==> config.mk <==
export PLATFORM = sky130hd
export DESIGN_NAME = ravg_device_flat
export DESIGN_NICKNAME = d
export VERILOG_FILES = /design/src/ravg_pkg.sv /design/src/ravg_link_if.sv /design/src/ravg_device.sv /design/src/flat_wrapper.sv
export SDC_FILE = /design/constraint.sdc
export NUM_CORES = 1
export LEC_CHECK = 0
export BUFFER_PORTS_ARGS = -buffer_cell sky130_fd_sc_hd__clkbuf_2
export CORE_AREA = 2 2 220 222
export CTS_CLUSTER_DIAMETER = 100
export DETAILED_ROUTE_END_ITERATION = 6
export DIE_AREA = 0 0 222 224
export PLACE_DENSITY = 0.84
export SLEW_MARGIN = 20
export SYNTH_ARGS = -nofsm -noshare
export SYNTH_HDL_FRONTEND = slang
export SYNTH_SLANG_ARGS = --single-unit
==> constraint.sdc <==
create_clock -name clk_sys -period 31 [get_ports clk_sys]
set_input_delay 1.55 -clock clk_sys [delete_from_list [all_inputs] [get_ports clk_sys]]
set_output_delay 1.55 -clock clk_sys [all_outputs]
set_load 0.02 [all_outputs]
==> src/ravg_pkg.sv <==
// Shared constants for the rolling-average oversampler and its host controller
package ravg_pkg;
    // ************************************************************
    // Configuration word layout
    // ************************************************************
    localparam int        CFG_W         = 10;
    localparam int        AVG_EN_BIT    = 9;
    localparam int        RATIO_HI      = 8;
    localparam int        RATIO_LO      = 6;
    localparam int        RES_BOOST_BIT = 2;
    localparam int        REF_SEL_BIT   = 1;
    localparam logic [9:0] CFG_RESET    = 10'h000;
    localparam logic [2:0] RATIO_OFF    = 3'h0;
    localparam logic [2:0] RATIO_MAX    = 3'h3;

    // ************************************************************
    // Data path sizes
    // ************************************************************
    localparam int SAMPLE_W = 16;
    localparam int RESULT_W = 18;
    localparam int DEPTH    = 8;
    localparam int SUM_W    = 19;

    // ************************************************************
    // Timing
    // ************************************************************
    localparam int CLK_PERIOD_NS  = 8;
    localparam int CONV_TIME_NS   = 200;
    localparam int CONV_CYCLES    = (CONV_TIME_NS + CLK_PERIOD_NS - 1) / CLK_PERIOD_NS;
    localparam int CS_LOW_NS      = 40;
    localparam int CS_LOW_CYCLES  = (CS_LOW_NS + CLK_PERIOD_NS - 1) / CLK_PERIOD_NS;
    localparam int SETTLE_TIME_NS = 5000;
    localparam int SETTLE_CYCLES  = (SETTLE_TIME_NS + CLK_PERIOD_NS - 1) / CLK_PERIOD_NS;

    // ************************************************************
    // Host register map
    // ************************************************************
    localparam logic [7:0] REG_CTRL   = 8'h00;
    localparam logic [7:0] REG_CFG    = 8'h04;
    localparam logic [7:0] REG_STATUS = 8'h08;
    localparam logic [7:0] REG_RES_A  = 8'h0C;
    localparam logic [7:0] REG_RES_B  = 8'h10;
    localparam int CTRL_START_BIT = 0;
    localparam int CTRL_SOFT_BIT  = 1;
    localparam int CTRL_HARD_BIT  = 2;
    localparam int ST_BUSY_BIT    = 0;
    localparam int ST_SETTLED_BIT = 1;
    localparam int ST_NEW_BIT     = 2;
    localparam int ST_WIDE_BIT    = 3;

    typedef enum logic [1:0] {
        ST_IDLE = 2'b00,
        ST_CONV = 2'b01,
        ST_AVG  = 2'b10
    } conv_state_t;
endpackage

==> src/ravg_link_if.sv <==
// Link between the oversampling converter logic and its host controller
`timescale 1ns/100ps
`default_nettype none
interface ravg_link_if;
    logic        cs_n;
    logic        cfg_wr;
    logic [9:0]  cfg_data;
    logic        soft_rst;
    logic        hard_rst;
    logic [17:0] res_a;
    logic [17:0] res_b;
    logic        res_valid;
    logic        res_wide;
    logic        busy;

    modport device (input cs_n, cfg_wr, cfg_data, soft_rst, hard_rst,
                    output res_a, res_b, res_valid, res_wide, busy);
    modport host (output cs_n, cfg_wr, cfg_data, soft_rst, hard_rst,
                  input res_a, res_b, res_valid, res_wide, busy);
endinterface
`default_nettype wire

==> src/ravg_device.sv <==
// Dual-channel rolling-average oversampler behind a chip-select started converter
// Operation
// RULE1: average only with enable set, nonzero ratio
// RULE2: host clears enable and ratio to stop
// RULE3: conversions start only on chip-select fall
// RULE4: history holds exactly eight results always
// RULE5: first conversion after reset fills all entries
// RULE6: every conversion shifts in, any mode
// RULE7: sum newest n entries, divide by n
// RULE8: plain averaging gives sixteen-bit result
// RULE9: one output result per conversion
// RULE10: averaging never clears stored samples
// RULE11: host chooses chip-select interval
// RULE12: host ignores results before settling
// RULE13: early chip-select activity causes no harm
// RULE14: host sets boost for extra resolution
// RULE15: boost with averaging gives eighteen bits
// RULE16: soft reset flushes history, keeps config
// RULE17: ratio codes pick two, four, eight
`timescale 1ns/100ps
`default_nettype none
module ravg_device (
    input  wire logic        clk_sys,       // System clock
    input  wire logic        rst,           // Async reset, active high
    ravg_link_if.device      link,          // Host side link
    input  wire logic [15:0] sample_a,      // Raw converter code, channel A
    input  wire logic [15:0] sample_b,      // Raw converter code, channel B
    output logic      [9:0]  config_view,   // Current configuration word
    output logic             avg_active     // Averaging mode in force
);
    // ************************************************************
    // Configuration and control state
    // ************************************************************
    logic [9:0]           cfg_q;
    logic                 cs_q;
    logic                 fill_q;
    logic                 push;
    logic                 cs_fall;
    logic                 avg_on;
    logic                 wide_on;
    logic [1:0]           shift_k;
    logic [7:0]           cnt_q;
    ravg_pkg::conv_state_t state_q;
    logic                 busy_q;
    logic                 valid_q;
    logic                 wide_q;
    logic [15:0]          samp [2];

    assign samp[0] = sample_a;
    assign samp[1] = sample_b;

    assign cs_fall = cs_q & ~link.cs_n;
    assign push    = (state_q == ravg_pkg::ST_CONV) && (cnt_q == 8'h00);
    assign avg_on  = cfg_q[ravg_pkg::AVG_EN_BIT]
                     && (cfg_q[ravg_pkg::RATIO_HI:ravg_pkg::RATIO_LO] != ravg_pkg::RATIO_OFF)
                     && (cfg_q[ravg_pkg::RATIO_HI:ravg_pkg::RATIO_LO] <= ravg_pkg::RATIO_MAX); // see RULE1 see RULE17
    assign wide_on = avg_on && cfg_q[ravg_pkg::RES_BOOST_BIT]; // see RULE15
    assign shift_k = cfg_q[ravg_pkg::RATIO_LO+1:ravg_pkg::RATIO_LO]; // see RULE17

    // Configuration survives soft reset, hard reset restores defaults
    always_ff @(posedge clk_sys or posedge rst) begin
        if (rst) begin
            cfg_q <= ravg_pkg::CFG_RESET;
        end else if (link.hard_rst) begin
            cfg_q <= ravg_pkg::CFG_RESET;
        end else if (link.cfg_wr) begin
            cfg_q <= link.cfg_data; // see RULE2 see RULE14
        end
    end

    // Chip-select edge history
    always_ff @(posedge clk_sys or posedge rst) begin
        if (rst) begin
            cs_q <= 1'b1;
        end else begin
            cs_q <= link.cs_n;
        end
    end

    // Refill request: power-on, soft or hard reset, reference toggle
    always_ff @(posedge clk_sys or posedge rst) begin
        if (rst) begin
            fill_q <= 1'b1;
        end else if (link.soft_rst || link.hard_rst) begin
            fill_q <= 1'b1; // see RULE16
        end else if (link.cfg_wr
                     && (link.cfg_data[ravg_pkg::REF_SEL_BIT] != cfg_q[ravg_pkg::REF_SEL_BIT])) begin
            fill_q <= 1'b1; // see RULE5
        end else if (push) begin
            fill_q <= 1'b0;
        end
    end

    // ************************************************************
    // Conversion sequencer
    // ************************************************************
    // Edges during a conversion are ignored, so early or stray
    // pulses cannot wedge the sequencer.
    always_ff @(posedge clk_sys or posedge rst) begin
        if (rst) begin
            state_q <= ravg_pkg::ST_IDLE;
            cnt_q   <= 8'h00;
            busy_q  <= 1'b0;
        end else if (link.soft_rst || link.hard_rst) begin
            state_q <= ravg_pkg::ST_IDLE; // see RULE16
            cnt_q   <= 8'h00;
            busy_q  <= 1'b0;
        end else begin
            case (state_q)
                ravg_pkg::ST_IDLE: begin
                    if (cs_fall) begin
                        state_q <= ravg_pkg::ST_CONV; // see RULE3 see RULE13
                        cnt_q   <= 8'(ravg_pkg::CONV_CYCLES - 1);
                        busy_q  <= 1'b1;
                    end
                end
                ravg_pkg::ST_CONV: begin
                    if (cnt_q == 8'h00) begin
                        state_q <= ravg_pkg::ST_AVG;
                    end else begin
                        cnt_q <= cnt_q - 8'h01;
                    end
                end
                ravg_pkg::ST_AVG: begin
                    state_q <= ravg_pkg::ST_IDLE;
                    busy_q  <= 1'b0;
                end
                default: begin
                    state_q <= ravg_pkg::ST_IDLE;
                    busy_q  <= 1'b0;
                end
            endcase
        end
    end

    // One result per conversion
    always_ff @(posedge clk_sys or posedge rst) begin
        if (rst) begin
            valid_q <= 1'b0;
            wide_q  <= 1'b0;
        end else begin
            valid_q <= (state_q == ravg_pkg::ST_AVG) && !link.soft_rst && !link.hard_rst; // see RULE9
            if (state_q == ravg_pkg::ST_AVG) begin
                wide_q <= wide_on;
            end
        end
    end

    // ************************************************************
    // Per-channel history and averaging
    // ************************************************************
    for (genvar ch = 0; ch < 2; ch++) begin : g_ch
        logic [15:0]        hist_q [ravg_pkg::DEPTH];
        logic signed [18:0] sum;
        logic signed [18:0] avg16;
        logic signed [20:0] avg18;
        logic [17:0]        res_d;
        logic [17:0]        res_q;

        // Newest entry at index 0; flush is a refill on the next push
        always_ff @(posedge clk_sys or posedge rst) begin
            if (rst) begin
                for (int i = 0; i < ravg_pkg::DEPTH; i++) begin
                    hist_q[i] <= 16'h0000;
                end
            end else if (push) begin
                hist_q[0] <= samp[ch]; // see RULE6
                for (int i = 1; i < ravg_pkg::DEPTH; i++) begin
                    hist_q[i] <= fill_q ? samp[ch] : hist_q[i-1]; // see RULE4 see RULE5 see RULE10
                end
            end
        end

        // Truncating arithmetic shift, no rounding
        always_comb begin
            sum = 19'sh00000;
            for (int i = 0; i < ravg_pkg::DEPTH; i++) begin
                if (i < (1 << shift_k)) begin
                    sum = sum + $signed({{3{hist_q[i][15]}}, hist_q[i]}); // see RULE7
                end
            end
            avg16 = sum >>> shift_k;
            avg18 = $signed({sum, 2'b00}) >>> shift_k;
            if (!avg_on) begin
                res_d = {{2{hist_q[0][15]}}, hist_q[0]};
            end else if (wide_on) begin
                res_d = avg18[17:0]; // see RULE15
            end else begin
                res_d = {{2{avg16[15]}}, avg16[15:0]}; // see RULE8
            end
        end

        always_ff @(posedge clk_sys or posedge rst) begin
            if (rst) begin
                res_q <= 18'h00000;
            end else if (state_q == ravg_pkg::ST_AVG) begin
                res_q <= res_d;
            end
        end
    end

    // Output flops
    always_ff @(posedge clk_sys or posedge rst) begin
        if (rst) begin
            avg_active <= 1'b0;
        end else begin
            avg_active <= avg_on;
        end
    end

    assign config_view    = cfg_q;
    assign link.res_a     = g_ch[0].res_q;
    assign link.res_b     = g_ch[1].res_q;
    assign link.res_valid = valid_q;
    assign link.res_wide  = wide_q;
    assign link.busy      = busy_q;
endmodule
`default_nettype wire

==> src/flat_wrapper.sv <==
// flat-port wrapper written by rule: the top's interface ports become plain ports
module ravg_device_flat 
  (clk_sys, rst, sample_a, sample_b, config_view, avg_active, link_cs_n, link_cfg_wr, link_cfg_data, link_soft_rst, link_hard_rst, link_res_a, link_res_b, link_res_valid, link_res_wide, link_busy);
  ravg_link_if link_i ();
  input  wire logic clk_sys;
  input  wire logic rst;
  input  wire logic [15:0] sample_a;
  input  wire logic [15:0] sample_b;
  output logic      [9:0] config_view;
  output logic avg_active;
  input wire logic [$bits(link_i.cs_n)-1:0] link_cs_n;
  input wire logic [$bits(link_i.cfg_wr)-1:0] link_cfg_wr;
  input wire logic [$bits(link_i.cfg_data)-1:0] link_cfg_data;
  input wire logic [$bits(link_i.soft_rst)-1:0] link_soft_rst;
  input wire logic [$bits(link_i.hard_rst)-1:0] link_hard_rst;
  output wire logic [$bits(link_i.res_a)-1:0] link_res_a;
  output wire logic [$bits(link_i.res_b)-1:0] link_res_b;
  output wire logic [$bits(link_i.res_valid)-1:0] link_res_valid;
  output wire logic [$bits(link_i.res_wide)-1:0] link_res_wide;
  output wire logic [$bits(link_i.busy)-1:0] link_busy;
  assign link_i.cs_n = link_cs_n;
  assign link_i.cfg_wr = link_cfg_wr;
  assign link_i.cfg_data = link_cfg_data;
  assign link_i.soft_rst = link_soft_rst;
  assign link_i.hard_rst = link_hard_rst;
  assign link_res_a = link_i.res_a;
  assign link_res_b = link_i.res_b;
  assign link_res_valid = link_i.res_valid;
  assign link_res_wide = link_i.res_wide;
  assign link_busy = link_i.busy;
  ravg_device u_core (.clk_sys(clk_sys), .rst(rst), .link(link_i), .sample_a(sample_a), .sample_b(sample_b), .config_view(config_view), .avg_active(avg_active));
endmodule
==> flow_summary_export.csv <==
group,metric,value,unit
cells_and_area,drive_gt1_frac,0.0709,
cells_and_area,fin_area,30000,um2
global_route,grt-ovfl-total,0,
sta,rsz0062_at_grt,"false",
setup_path,reg2reg_to,"u_core.link.res_b[16]$_DFFE_PP0N_",
sta,fin_crit_sh,0.391,
detailed_routing,drc,0,
floorplanning,num_rows,80,
synthesis,synth_edf_count,0,
cts,cts_buffer_depth,3,
sta,fin_setup_tns,0,ns
sta,slew_viol_final,0,
setup_path,worstSetupPathType,"flop to flop",
floorplanning,die_h,224,um
detailed_routing,met3_wirelength,5960,um
worst_hold_path,hold_class,"flop to flop",
sta,skew,0.0516,ns
floorplanning,die_w,222,um
synthesis,avgSynthCellArea,8.16,um2
detailed_routing,dr.pass1.iters,5,
cells_and_area,fillers,3971,
cts,cts-root-buf,"clkbuf_16",
cts,cts_hold_buf,0,
global_route,grt_pass1_wl,128000,um
setup_path,cp-start-kind,"flop",
detailed_routing,routed_wl,78200,um
job,maxCapViolations,0,
synthesis,synth_ff_type,"dfrtp_1",
setup_path,slowest_delay,0.93,ns
global_route,grt_max_degree,136,
global_route,grt_pass1_vias,24000,
detailed_routing,drt_iter0_markers,2549,
cts,htree_levels,2,
synthesis,synth_area,28100,um2
global_route,track_usage,0.316,
cts,cts_setup_buffers,0,
floorplanning,initial_utilization,0.593,
placement,dpl.hpwl,56500,um
floorplanning,io_pins,98,
worst_hold_path,hold_start,"u_core.link.res_a[2]$_DFFE_PP0N_",
setup_path,startpoint,"u_core.config_view[7]$_DFFE_PP0P_",
cts,numCtsBuffers,39,
cells_and_area,multiInputGateArea,18900,um2
sta,fin_crit,12.11,ns
cts,cts-resized-gates,0,
setup_path,r2r_cells,57,
placement,port_buffers,97,
global_route,antenna_found_initial,2,
synthesis,syn_inst,3439,
pwr,p_per_area,117,nW/um2
cts,cts_tree,"built",
setup_path,cpLargestDelayFamily,"compound AO/OA/AOI/OAI gates",
setup_path,path_buf_inv,3,
placement,placed_cell_area,28700,um2
synthesis,synth-seq-cells,318,
cts,cts.sinks,318,
detailed_routing,detail-route-antenna-nets,0,
cts,clk_latency,0.59,ns
cells_and_area,syn_to_final_growth,6.72,%
setup_path,required,31.46,ns
detailed_routing,routedWlPerCell,19.5,um
detailed_routing,vias_per_cell,6.23,
setup_path,cp_data_arrival_time,12.57,ns
setup_path,crit_fanout,73,
cells_and_area,final_common_cell,"nand2_1",
sta,tightest_slew,1.18,ns
sta,clock.fmax,82.6,MHz
cts,clk_pin_slew_worst_paths,0.06,ns
setup_path,endpoint,"u_core.link.res_b[16]$_DFFE_PP0N_",
setup_path,ff2ff_setup_slack,18.89,ns
cells_and_area,layout.nets,3680,
synthesis,synth_nets,3748,
synthesis,async_reset_ff_frac,1.00,
detailed_routing,wl_met1,33600,um
setup_path,worst-path-stages,57,
synthesis,ys_warn_count,0,
sta,setup_violations,0,
cells_and_area,regArea,7970,um2
synthesis,yosysSeqAreaShare,0.284,
detailed_routing,dr_wl_met2,35100,um
setup_path,slowest_stage,"dfrtp_4",
detailed_routing,vias,25000,
sta,hold_viol,0,
outcome,status,"completed",
setup_path,crit_path_end_kind,"flop",
setup_path,reg2reg_from,"u_core.config_view[7]$_DFFE_PP0P_",
detailed_routing,top_layer_used,"met5",
pwr,p_leak,15.9,nW
placement,place.gp.congestion,0.942,
synthesis,synth_cell_types,92,
floorplanning,coreArea,47300,um2
cells_and_area,layout_common_cells,"nand2_1 (521), o21ai_0 (398), dfrtp_1 (314)",
floorplanning,die-area,49700,um2
sta,max_slew_margin,0.210,
pwr,ir_drop,56.9,uV
-- routing by layer --
| layer | vias to the layer above | global-route usage |
|---|---|---|
| met5 | - | 0 |
| met4 | 2 | 0.142 |
| met3 | 211 | 0.0543 |
| met2 | 973 | 0.503 |
| met1 | 11800 | 0.424 |
| li1 | 12000 | - |
-- where the power goes --
| group | internal (mW) | switching, mW | leakage (nW) |
|---|---|---|---|
| Combinational | 1.00 | 1.34 | 11.4 |
| Sequential | 0.535 | 0.154 | 3.87 |
| Clock | 0.266 | 0.193 | 0.633 |
-- registers in the layout (all words and copies together), names as in the netlist --
signal	count
u_core.g_ch.hist_q	256
u_core.link.res_a	18
u_core.link.res_b	18
u_core.config_view	10
u_core.cnt_q	8
u_core.state_q	2
u_core.avg_active	1
u_core.cs_q	1
u_core.fill_q	1
u_core.link.busy	1
u_core.link.res_valid	1
u_core.link.res_wide	1
-- metrics by stage --
stage / utilization / setup slack (ns) / power, mW / hold WS [ns] / std cells
after floorplan: - / 20.65 / 2.45 / 0.456 / 3439
after global placement: 0.606 / 19.42 / 2.92 / 0.463 / 3945
after detailed placement: 0.606 / 19.19 / 2.96 / 0.473 / 3945
after CTS: 0.633 / 19.13 / 3.45 / 0.485 / 4015
after global routing: 0.633 / 17.96 / 3.77 / 0.509 / 4016
final: 0.633 / 18.89 / 3.49 / 0.486 / 4016
-- cell families (layout without fill, tap and decap cells) --
logic type / Yosys count / after routing / synth area share
flops: 318 / 318 / 0.284
fa+ha+maj: 266 / 266 / 0.122
compound gates: 1077 / 1077 / 0.233
other cells: 0 / 1 / 0
buf+inv: 333 / 294 / 0.0447
xor+xnor: 227 / 227 / 0.0728
simple gates: 955 / 955 / 0.147
mux: 263 / 263 / 0.0971
-- final cells by class --
type	count	area share
clock inverter	13	0.00434
inverter	104	0.0133
antenna	1	0.0000835
sequential	318	0.266
multi-input combinational	2788	0.630
timing repair buffer	120	0.0222
tap	615	0.0257
clock buffer	57	0.0382
-- synth_stat cells, types with 31 or more instances --
library cell / count / area (um2)
a21o_1: 155 / 1160
a21oi_1: 255 / 1280
clkbuf_1: 215 / 807
dfrtp_1: 316 / 7910
ha_1: 247 / 3090
inv_1: 101 / 379
mux2i_1: 250 / 2500
nand2_1: 522 / 1960
nand2b_1: 32 / 200
nor2_1: 194 / 728
nor2b_1: 34 / 213
nor3_1: 44 / 220
o21a_1: 31 / 233
o21ai_0: 398 / 1990
o21ai_1: 38 / 190
xnor2_1: 140 / 1230
xor2_1: 83 / 727
-- how the worst min path moves through the flow --
stage | end | cells after the start
2_1_floorplan | u_core.g_ch[0].hist_q[0]$_DFFE_PP0P_ | 2
6_report | u_core.link.res_a[2]$_DFFE_PP0N_ | 2
3_5_place_dp | u_core.link.res_a[0]$_DFFE_PP0N_ | 2
4_1_cts | u_core.link.res_a[0]$_DFFE_PP0N_ | 2
3_3_place_gp | u_core.link.res_a[0]$_DFFE_PP0N_ | 2
5_1_grt | u_core.link.res_a[2]$_DFFE_PP0N_ | 2
-- tightest hold or removal path, stage by stage (launching register included) --
cell     delay (ns)
dfrtp_1        0.34
nand2_1        0.04
o21ai_0        0.06
Note: power is estimated with default switching activity, not from simulation.
